--- src/core/scan_pkg.sv ---
// Constants and carrier types for the front-end scan sequencer.
// Assumes a 20 MHz core clock; all delays become whole cycles of it.
package scan_pkg;

    // ****************************************************************
    // Clock and documented timing
    // ****************************************************************
    localparam int CLK_PERIOD_NS   = 50;
    localparam int T1_HIGH_NS      = 30;   // Strobe high time.
    localparam int T2_SETUP_NS     = 30;   // Strobe fall to first shift edge.
    localparam int T3_DELAY_NS     = 400;  // Last shift edge to reset sample.
    localparam int T4_DELAY_NS     = 30;   // Reset sample to window rise.
    localparam int T5_WINDOW_US    = 14;   // Integration window high time.
    localparam int T6_DELAY_TENTHS = 45;   // Window fall to signal sample, 4.5 us in tenths.
    localparam int T7_DELAY_NS     = 30;   // Signal sample to integrator reset.
    localparam int T8_DELAY_NS     = 30;   // Signal sample to scan start.
    localparam int T9_HOLD_NS      = 10;   // Scan start fall to integrator reset fall.
    localparam int SHIFT_EDGES     = 133;  // Shift edges per scan.

    // Least times round up, and never fall below one cycle.
    function automatic int min_cycles(input int ns);
        int c;
        c = (ns + CLK_PERIOD_NS - 1) / CLK_PERIOD_NS;
        return (c < 1) ? 1 : c;
    endfunction : min_cycles

    function automatic int max2(input int a, input int b);
        return (a > b) ? a : b;
    endfunction : max2

    localparam int CYC_T1 = min_cycles(T1_HIGH_NS);
    localparam int CYC_T2 = min_cycles(T2_SETUP_NS);
    localparam int CYC_T3 = min_cycles(T3_DELAY_NS);
    localparam int CYC_T4 = min_cycles(T4_DELAY_NS);
    localparam int CYC_T5 = min_cycles(T5_WINDOW_US * 1000);
    localparam int CYC_T6 = min_cycles(T6_DELAY_TENTHS * 100);
    localparam int CYC_T7 = min_cycles(T7_DELAY_NS);
    localparam int CYC_T8 = min_cycles(T8_DELAY_NS);
    localparam int CYC_T9 = min_cycles(T9_HOLD_NS);

    // ****************************************************************
    // Defaults and widths
    // ****************************************************************
    localparam int CNT_W          = 10;
    localparam int EDGE_W         = 8;
    localparam int SAMPLE_W       = 16;
    localparam int HALF_PERIOD    = 3;   // 3.33 MHz shift clock at 20 MHz.
    localparam int CAPTURE_EDGES  = 32;
    localparam int FIFO_DEPTH     = 16;
    localparam logic [EDGE_W-1:0] EDGE_RESET = 8'h00;

    // ****************************************************************
    // Carrier types
    // ****************************************************************
    typedef struct packed {
        logic scan_start;
        logic integrator_reset;
        logic reset_sample;
        logic signal_sample;
        logic integration_window;
        logic shift_clk;
    } strobes_t;

    typedef struct packed {
        logic [EDGE_W-1:0]   edge_index;
        logic [SAMPLE_W-1:0] level;
    } sample_t;

    localparam strobes_t STROBES_IDLE = 6'h00;

endpackage : scan_pkg

--- src/core/scan_fifo.sv ---
// Flip-flop FIFO with valid/ready on both sides.
// Assumes DEPTH is a power of two; one clock, asynchronous active-high reset.
`timescale 1ns/10ps
`default_nettype none

module scan_fifo #(
    parameter int WIDTH = 24,
    parameter int DEPTH = 16
) (
    // Clock and reset.
    input  wire logic             clk_i,
    input  wire logic             rst_i,
    // Fill side.
    input  wire logic             in_valid_i,
    output logic                  in_ready_o,
    input  wire logic [WIDTH-1:0] in_data_i,
    // Drain side.
    output logic                  out_valid_o,
    input  wire logic             out_ready_i,
    output logic [WIDTH-1:0]      out_data_o
);

    localparam int AW = $clog2(DEPTH);

    logic [WIDTH-1:0] mem [DEPTH];
    logic [AW:0]      wr_ptr;
    logic [AW:0]      rd_ptr;
    wire              empty;
    wire              full;
    wire              push;
    wire              pop;

    // Pointers carry one extra bit so full and empty differ.
    assign empty       = (wr_ptr == rd_ptr);
    assign full        = (wr_ptr[AW] != rd_ptr[AW]) && (wr_ptr[AW-1:0] == rd_ptr[AW-1:0]);
    assign in_ready_o  = !full;
    assign out_valid_o = !empty;
    assign push        = in_valid_i && !full;
    assign pop         = out_ready_i && !empty;
    assign out_data_o  = mem[rd_ptr[AW-1:0]];

    // Pointer update.
    always_ff @(posedge clk_i or posedge rst_i)
    begin
        if (rst_i)
        begin
            wr_ptr <= '0;
            rd_ptr <= '0;
        end
        else
        begin
            wr_ptr <= wr_ptr + (AW+1)'(push);
            rd_ptr <= rd_ptr + (AW+1)'(pop);
        end
    end

    // Storage has no reset; empty flags keep stale words unseen.
    always_ff @(posedge clk_i)
    begin
        if (push)
            mem[wr_ptr[AW-1:0]] <= in_data_i;
    end

endmodule : scan_fifo

`default_nettype wire

--- src/core/scan_sequencer.sv ---
// Scan sequencer that drives the front end's strobes and shift clock.
// Assumes an external converter presents the output level on sample_i during each shift-clock low phase.
`timescale 1ns/10ps
`default_nettype none

module scan_sequencer #(
    parameter int HALF_PERIOD   = scan_pkg::HALF_PERIOD,
    parameter int CAPTURE_EDGES = scan_pkg::CAPTURE_EDGES,
    parameter int WINDOW_EXTRA  = 0,
    parameter int FIFO_DEPTH    = scan_pkg::FIFO_DEPTH
) (
    // Clock and reset.
    input  wire logic                          core_clk_i,
    input  wire logic                          rstn_i,
    // Control.
    input  wire logic                          run_i,
    output logic                               busy_o,
    // Front-end pins.
    output scan_pkg::strobes_t                 strobes_o,
    input  wire logic [scan_pkg::SAMPLE_W-1:0] sample_i,
    // Sample stream.
    output logic                               out_valid_o,
    input  wire logic                          out_ready_i,
    output scan_pkg::sample_t                  out_data_o
);

    // ****************************************************************
    // Reset and input synchronisers
    // ****************************************************************
    logic [1:0]                   rst_sync;
    wire                          rst;
    logic [scan_pkg::SAMPLE_W-1:0] sample_meta;
    logic [scan_pkg::SAMPLE_W-1:0] sample_sync;

    // Release reset through two flops; assertion stays asynchronous.
    always_ff @(posedge core_clk_i or negedge rstn_i)
    begin
        if (!rstn_i)
            rst_sync <= 2'h0;
        else
            rst_sync <= {rst_sync[0], 1'b1};
    end
    assign rst = !rst_sync[1];

    // Bus is stable through the low phase, so a plain two-flop pass is safe here.
    always_ff @(posedge core_clk_i)
    begin
        sample_meta <= sample_i;
        sample_sync <= sample_meta;
    end

    // ****************************************************************
    // Sequence state machine
    // ****************************************************************
    typedef enum logic [11:0] {
        S_IDLE          = 12'h001,
        S_RESET_SAMPLE  = 12'h002,
        S_T4            = 12'h004,
        S_WINDOW        = 12'h008,
        S_T6            = 12'h010,
        S_SIGNAL_SAMPLE = 12'h020,
        S_SCAN_START    = 12'h040,
        S_HOLD          = 12'h080,
        S_SETUP         = 12'h100,
        S_CLK_HI        = 12'h200,
        S_CLK_LO        = 12'h400,
        S_T3            = 12'h800
    } state_t;

    localparam logic [scan_pkg::CNT_W-1:0] N_T1    = scan_pkg::CNT_W'(scan_pkg::CYC_T1 - 1);
    localparam logic [scan_pkg::CNT_W-1:0] N_T4    = scan_pkg::CNT_W'(
        scan_pkg::max2(scan_pkg::CYC_T4 - scan_pkg::CYC_T1, 1) - 1);
    localparam logic [scan_pkg::CNT_W-1:0] N_T5    = scan_pkg::CNT_W'(scan_pkg::CYC_T5 + WINDOW_EXTRA - 1);
    localparam logic [scan_pkg::CNT_W-1:0] N_T6    = scan_pkg::CNT_W'(scan_pkg::CYC_T6 - 1);
    localparam logic [scan_pkg::CNT_W-1:0] N_T78   = scan_pkg::CNT_W'(
        scan_pkg::max2(scan_pkg::max2(scan_pkg::CYC_T7, scan_pkg::CYC_T8), scan_pkg::CYC_T1) - 1);
    localparam logic [scan_pkg::CNT_W-1:0] N_T9    = scan_pkg::CNT_W'(scan_pkg::CYC_T9 - 1);
    localparam logic [scan_pkg::CNT_W-1:0] N_T2    = scan_pkg::CNT_W'(scan_pkg::CYC_T2 - 1);
    localparam logic [scan_pkg::CNT_W-1:0] N_HALF  = scan_pkg::CNT_W'(HALF_PERIOD - 1);
    localparam logic [scan_pkg::CNT_W-1:0] N_T3    = scan_pkg::CNT_W'(scan_pkg::CYC_T3 - HALF_PERIOD - 1);
    localparam logic [scan_pkg::EDGE_W-1:0] LAST_EDGE = scan_pkg::EDGE_W'(scan_pkg::SHIFT_EDGES);
    localparam logic [scan_pkg::EDGE_W-1:0] CAP_EDGE  = scan_pkg::EDGE_W'(CAPTURE_EDGES);

    state_t                       state;
    state_t                       next_state;
    logic [scan_pkg::CNT_W-1:0]   cnt;
    logic [scan_pkg::CNT_W-1:0]   next_cnt;
    logic [scan_pkg::EDGE_W-1:0]  edge_cnt;
    scan_pkg::strobes_t           next_strobes;
    wire                          expired;
    wire                          capture;
    wire                          fifo_ready;
    wire                          push;
    scan_pkg::sample_t            word;

    assign expired = (cnt == '0);
    // Edge k's channel level is read at the end of the low phase after edge k.
    assign capture = (edge_cnt != scan_pkg::EDGE_RESET) && (edge_cnt <= CAP_EDGE);
    assign push    = (state == S_CLK_LO) && expired && capture && fifo_ready;
    assign word    = '{edge_index: edge_cnt, level: sample_sync};
    assign busy_o  = (state != S_IDLE);

    // Next state and delay load; each wait loads a cycle count rounded up.
    always_comb
    begin
        next_state = state;
        next_cnt   = expired ? cnt : cnt - 1'b1;
        case (state)
            S_IDLE:
                if (run_i)
                begin
                    next_state = S_RESET_SAMPLE;
                    next_cnt   = N_T1;
                end
            S_RESET_SAMPLE:
                if (expired)
                begin
                    next_state = S_T4;
                    next_cnt   = N_T4;
                end
            S_T4:
                if (expired)
                begin
                    next_state = S_WINDOW;
                    next_cnt   = N_T5;
                end
            S_WINDOW:
                if (expired)
                begin
                    next_state = S_T6;
                    next_cnt   = N_T6;
                end
            S_T6:
                if (expired)
                begin
                    next_state = S_SIGNAL_SAMPLE;
                    next_cnt   = N_T78;
                end
            S_SIGNAL_SAMPLE:
                if (expired)
                begin
                    next_state = S_SCAN_START;
                    next_cnt   = N_T1;
                end
            S_SCAN_START:
                if (expired)
                begin
                    next_state = S_HOLD;
                    next_cnt   = N_T9;
                end
            S_HOLD:
                if (expired)
                begin
                    next_state = S_SETUP;
                    next_cnt   = N_T2;
                end
            S_SETUP:
                if (expired)
                begin
                    next_state = S_CLK_HI;
                    next_cnt   = N_HALF;
                end
            S_CLK_HI:
                if (expired)
                begin
                    next_state = (edge_cnt == LAST_EDGE) ? S_T3 : S_CLK_LO;
                    next_cnt   = (edge_cnt == LAST_EDGE) ? N_T3 : N_HALF;
                end
            // A full FIFO stretches the low phase; the drain side must keep the clock above its floor.
            S_CLK_LO:
                if (expired && (!capture || fifo_ready))
                begin
                    next_state = S_CLK_HI;
                    next_cnt   = N_HALF;
                end
            S_T3:
                if (expired)
                begin
                    next_state = run_i ? S_RESET_SAMPLE : S_IDLE;
                    next_cnt   = N_T1;
                end
            default:  begin next_state = S_IDLE; next_cnt = '0; end
        endcase
    end

    // Pin levels follow the state; registered so the pins never glitch.
    always_comb
    begin
        next_strobes                    = scan_pkg::STROBES_IDLE;
        next_strobes.reset_sample       = (next_state == S_RESET_SAMPLE);
        next_strobes.integration_window = (next_state == S_WINDOW);
        next_strobes.signal_sample      = (next_state == S_SIGNAL_SAMPLE);
        next_strobes.scan_start         = (next_state == S_SCAN_START);
        next_strobes.integrator_reset   = (next_state == S_SCAN_START) || (next_state == S_HOLD);
        next_strobes.shift_clk          = (next_state == S_CLK_HI);
    end

    // State, delay counter and pins.
    always_ff @(posedge core_clk_i or posedge rst)
    begin
        if (rst)
        begin
            state     <= S_IDLE;
            cnt       <= '0;
            strobes_o <= scan_pkg::STROBES_IDLE;
        end
        else
        begin
            state     <= next_state;
            cnt       <= next_cnt;
            strobes_o <= next_strobes;
        end
    end

    // Rising edges within the scan; cleared when the scan start pulse goes out.
    always_ff @(posedge core_clk_i or posedge rst)
    begin
        if (rst)
            edge_cnt <= scan_pkg::EDGE_RESET;
        else if (next_state == S_SCAN_START)
            edge_cnt <= scan_pkg::EDGE_RESET;
        else if ((next_state == S_CLK_HI) && (state != S_CLK_HI))
            edge_cnt <= edge_cnt + 1'b1;
    end

    // ****************************************************************
    // Sample buffer
    // ****************************************************************
    scan_fifo #(
        .WIDTH ($bits(scan_pkg::sample_t)),
        .DEPTH (FIFO_DEPTH)
    ) u_fifo (
        .clk_i       (core_clk_i),
        .rst_i       (rst),
        .in_valid_i  (push),
        .in_ready_o  (fifo_ready),
        .in_data_i   (word),
        .out_valid_o (out_valid_o),
        .out_ready_i (out_ready_i),
        .out_data_o  (out_data_o)
    );

endmodule : scan_sequencer

`default_nettype wire

--- config.mk ---
export PLATFORM = sky130hd
export DESIGN_NAME = scan_sequencer
export DESIGN_NICKNAME = d
export VERILOG_FILES = /design/src/core/scan_pkg.sv /design/src/core/scan_fifo.sv /design/src/core/scan_sequencer.sv
export SDC_FILE = /design/constraint.sdc
export NUM_CORES = 1
export LEC_CHECK = 0
export BUFFER_PORTS_ARGS = -buffer_cell sky130_fd_sc_hd__buf_2
export CAP_MARGIN = 20
export CORE_ASPECT_RATIO = 1.5
export CORE_MARGIN = 2
export CORE_UTILIZATION = 35
export CTS_BUF_LIST = sky130_fd_sc_hd__clkbuf_8
export DETAILED_ROUTE_END_ITERATION = 6
export PLACE_DENSITY = 0.58
export SYNTH_ARGS = -nofsm -noshare
export SYNTH_HDL_FRONTEND = slang
export SYNTH_SLANG_ARGS = --single-unit
--- constraint.sdc ---
create_clock -name core_clk_i -period 2.3 [get_ports core_clk_i]
set_input_delay 0.115 -clock core_clk_i [delete_from_list [all_inputs] [get_ports core_clk_i]]
set_output_delay 0.115 -clock core_clk_i [all_outputs]
set_load 0.02 [all_outputs]
==> flow_summary.yaml <==
sta:
  setup_viol: 420
  max_freq_mhz: 356
  fin_crit_sh_pct: 122
  fin_skew_ps: 26.1
  final_hold_viol_count: 0
  tightest_slew_ps: 702
  setup_slack_ps: -511
  drv_slew: 0
  layout_min_cycle_time_ps: 2810
  relSlewSlack_pct: 53.2
  rsz0062_at_grt: "true"
synth:
  synth_seq_cells: 464
  synth.avg_cell_area_um2: 20.0
  ys_types: 75
  synth-edff-count: 384
  yosysWarnings: 0
  ys_async_sr_fraction_pct: 10.3
  dominantRegCellSynth: "edfxtp_1"
  synth_nets: 938
  synth_area_um2: 18200
  ys_seq_area_share_pct: 73.7
  synthCells: 908
worst_setup_path:
  worstSetupStartpointType: "flip-flop"
  required_ps: 2180
  reg2reg_slack_ps: -500
  r2r-end: "u_fifo.mem[4][1]$_DFFE_PP_"
  r2r-start: "state[5]$_DFF_PN0_"
  cp.arrival_ps: 2700
  reg2reg_depth: 11
  crit_type: "flip-flop to output pin"
  cp_max_fo: 8
  timing.critical_path.to_type: "output pin"
global_route:
  antenna_found_initial: 0
  overflow: 0
  grt_pass1_vias: 10300
  gr-usage-all-layers_pct: 16.2
  grt_first_pass_wirelength_um: 63600
  grt_max_degree: 51
floorplan:
  ioPinCount: 52
  fp-row-count: 102
  initial_core_util_pct: 35.3
  coreArea_um2: 51400
  die-height_um: 283
  dieArea_um2: 53800
  fp.dieW_um: 190
status:
  violations: "setup timing"
  outcome: "finished with violations"
power_and_ir_drop:
  pwr-share-seq_pct: 51.7
  clkPwrFrac_pct: 36.3
  cellPowerDensity_nw_per_um2: 757
  p_int_mw: 13.5
  comb_power_share_pct: 12.0
  power_mw: 18.0
  power.switching_mw: 4.51
  p_leak_nw: 8.27
  max-vdd-ir-drop_mv: 0.596
  swShare_pct: 25.0
clock_tree:
  path_clk_slew_ps: 60
  clockBufferDepth: 3
  cts_tree: "yes"
  insertion_delay_ps: 650
  cts_root_buf: "clkbuf_8"
  cts.sinks: 464
  cts_max_level: 3
  cts-buffers-inserted: 72
final_layout:
  drive_above_1_share_pct: 42.5
  final_cells: 1929
  antenna_cells: 0
  syn_to_final_growth_pct: 31.3
  layout_common_cells: "edfxtp_1, mux4_2, clkbuf_8, buf_4, buf_6"
  fillCellCount: 4297
  final_common_cell: "edfxtp_1"
  fin_nets: 1227
  final_core_util_pct: 46.4
min_path:
  min_from: "sample_i[13]"
  holdPathStages: 2
  min_path_type: "primary input to flip-flop"
  holdPathEnd: "sample_meta[13]$_DFF_P_"
placed_design:
  portBuffers: 51
  dp.cells: 1704
  dp_slack_ps: -392
  place.gp.congestion: 0.786
  hpwlAfterDp_um: 23900
drt:
  first_pass_iters: 5
  drtAntennaViolNets: 0
  first_iter_violations: 694
  avgViaCountPerCell: 5.07
  wl_per_cell_um: 23.2
  route.detailed.drc: 0
  finalWirelength_um: 44700
  vias: 9771
flow_run:
  drv_cap: 0
==> power groups by stage <==
| stage | combinational, mW | clock, mW | sequential (mW) |
|---|---|---|---|
| 6_report | 2.17 | 6.55 | 9.33 |
| 5_1_grt | 2.36 | 7.11 | 9.35 |
| 3_5_place_dp | 1.96 | 0 | 9.49 |
| 4_1_cts | 2.01 | 6.75 | 9.33 |
| 2_1_floorplan | 1.22 | 0 | 9.50 |
| 3_3_place_gp | 1.94 | 0 | 9.49 |
==> through the flow <==
| step | TNS [ps] | hold WS, ps | cell area, um^2 |
|---|---|---|---|
| 4_1_cts | -161380 | 59.4 | 23300 |
| 5_1_grt | -185580 | 83.5 | 23800 |
| 6_report | -142380 | 111 | 23800 |
| 2_1_floorplan | -164460 | -181 | 18300 |
| 3_3_place_gp | -76030 | -98.0 | 20500 |
| 3_5_place_dp | -99830 | -97.9 | 20500 |
==> Yosys cell counts, drive strengths merged (3+ instances only) <==
cell / instances / area share (%)
o21a: 4 / 0.21
edfxtp: 384 / 64
dfxtp: 32 / 3.5
or3: 4 / 0.14
mux4: 120 / 15
dfrtp: 47 / 6.5
inv: 12 / 0.25
nor2: 35 / 0.72
nand2: 24 / 0.50
xor2: 7 / 0.34
nand2b: 7 / 0.24
ha: 10 / 0.69
nor4b: 3 / 0.18
nor3: 11 / 0.33
nand3: 26 / 0.72
a211oi: 6 / 0.25
nor4: 4 / 0.39
o2111ai: 3 / 0.14
nor2b: 9 / 0.31
nor3b: 5 / 0.21
nand4: 10 / 0.43
or4: 4 / 0.19
or4b: 3 / 0.17
o31ai: 5 / 0.21
o21ai: 17 / 0.49
a21oi: 11 / 0.30
buf: 26 / 0.71
xnor2: 14 / 0.68
clkbuf: 22 / 0.45
==> registers in the layout, summed over array words and instances (netlist names) <==
name	flops
u_fifo.mem	384
sample_meta	16
sample_sync	16
state	12
cnt	10
edge_cnt	8
strobes_o	6
u_fifo.rd_ptr	5
u_fifo.wr_ptr	5
rst_sync	2
==> worst max path at each step <==
stage,depth (start not counted),slack [ps],from,end
floorplan,10,-590,cnt[0]$_DFF_PN0_,u_fifo.mem[2][0]$_DFFE_PP_
global placement,8,-330,cnt[3]$_DFF_PN0_,u_fifo.mem[0][13]$_DFFE_PP_
detailed placement,8,-390,cnt[3]$_DFF_PN0_,u_fifo.mem[0][14]$_DFFE_PP_
CTS,6,-620,u_fifo.rd_ptr[0]$_DFF_PN0_,out_data_o[19]
global route,12,-600,cnt[6]$_DFF_PN0_,u_fifo.mem[4][1]$_DFFE_PP_
finish,5,-510,u_fifo.rd_ptr[0]$_DFF_PN0_,out_data_o[19]
==> critical path, stage by stage, from the launching register on <==
cell and delay (ps):
dfrtp_4 480, buf_12 200, clkbuf_16 190, mux4_2 480, mux4_2 520, buf_6 150
==> area by class of cell <==
class | instances | area [um^2] | share of cell area [%]
flip-flops and latches | 464 | 13400 | 56.1
multi-input cells | 384 | 4910 | 20.6
repair buffers | 263 | 3280 | 13.8
clock buffers | 85 | 1170 | 4.91
well taps | 676 | 846 | 3.55
clock inverters | 45 | 205 | 0.860
inverters | 12 | 50.0 | 0.210
==> cell families after synthesis <==
group                    share of synthesized area (%)
AO/OA/AOI/OAI                                     3.12
XOR/XNOR                                          1.01
adder cells (fa/ha/maj)                          0.689
buffers and inverters                             1.41
flip-flops                                        73.7
multiplexers                                      15.1
other                                           0.0207
AND/OR/NAND/NOR                                   5.03
==> routing by layer <==
metal,GRT usage [%],routed length [um]
met2,29.4,24500
met5,0,0
met3,2.89,2030
met4,5.62,1240
met1,19.0,16900
==> timing repair <==
action,in CTS,in global routing
setup endpoints to repair,428,443
buffers inserted,34,25
endpoints found under the hold margin,22,0
gates resized for setup,76,87
hold buffers,20,0
pin swaps,4,27
gates cloned,21,18
Note: power is estimated with default switching activity, not from simulation.
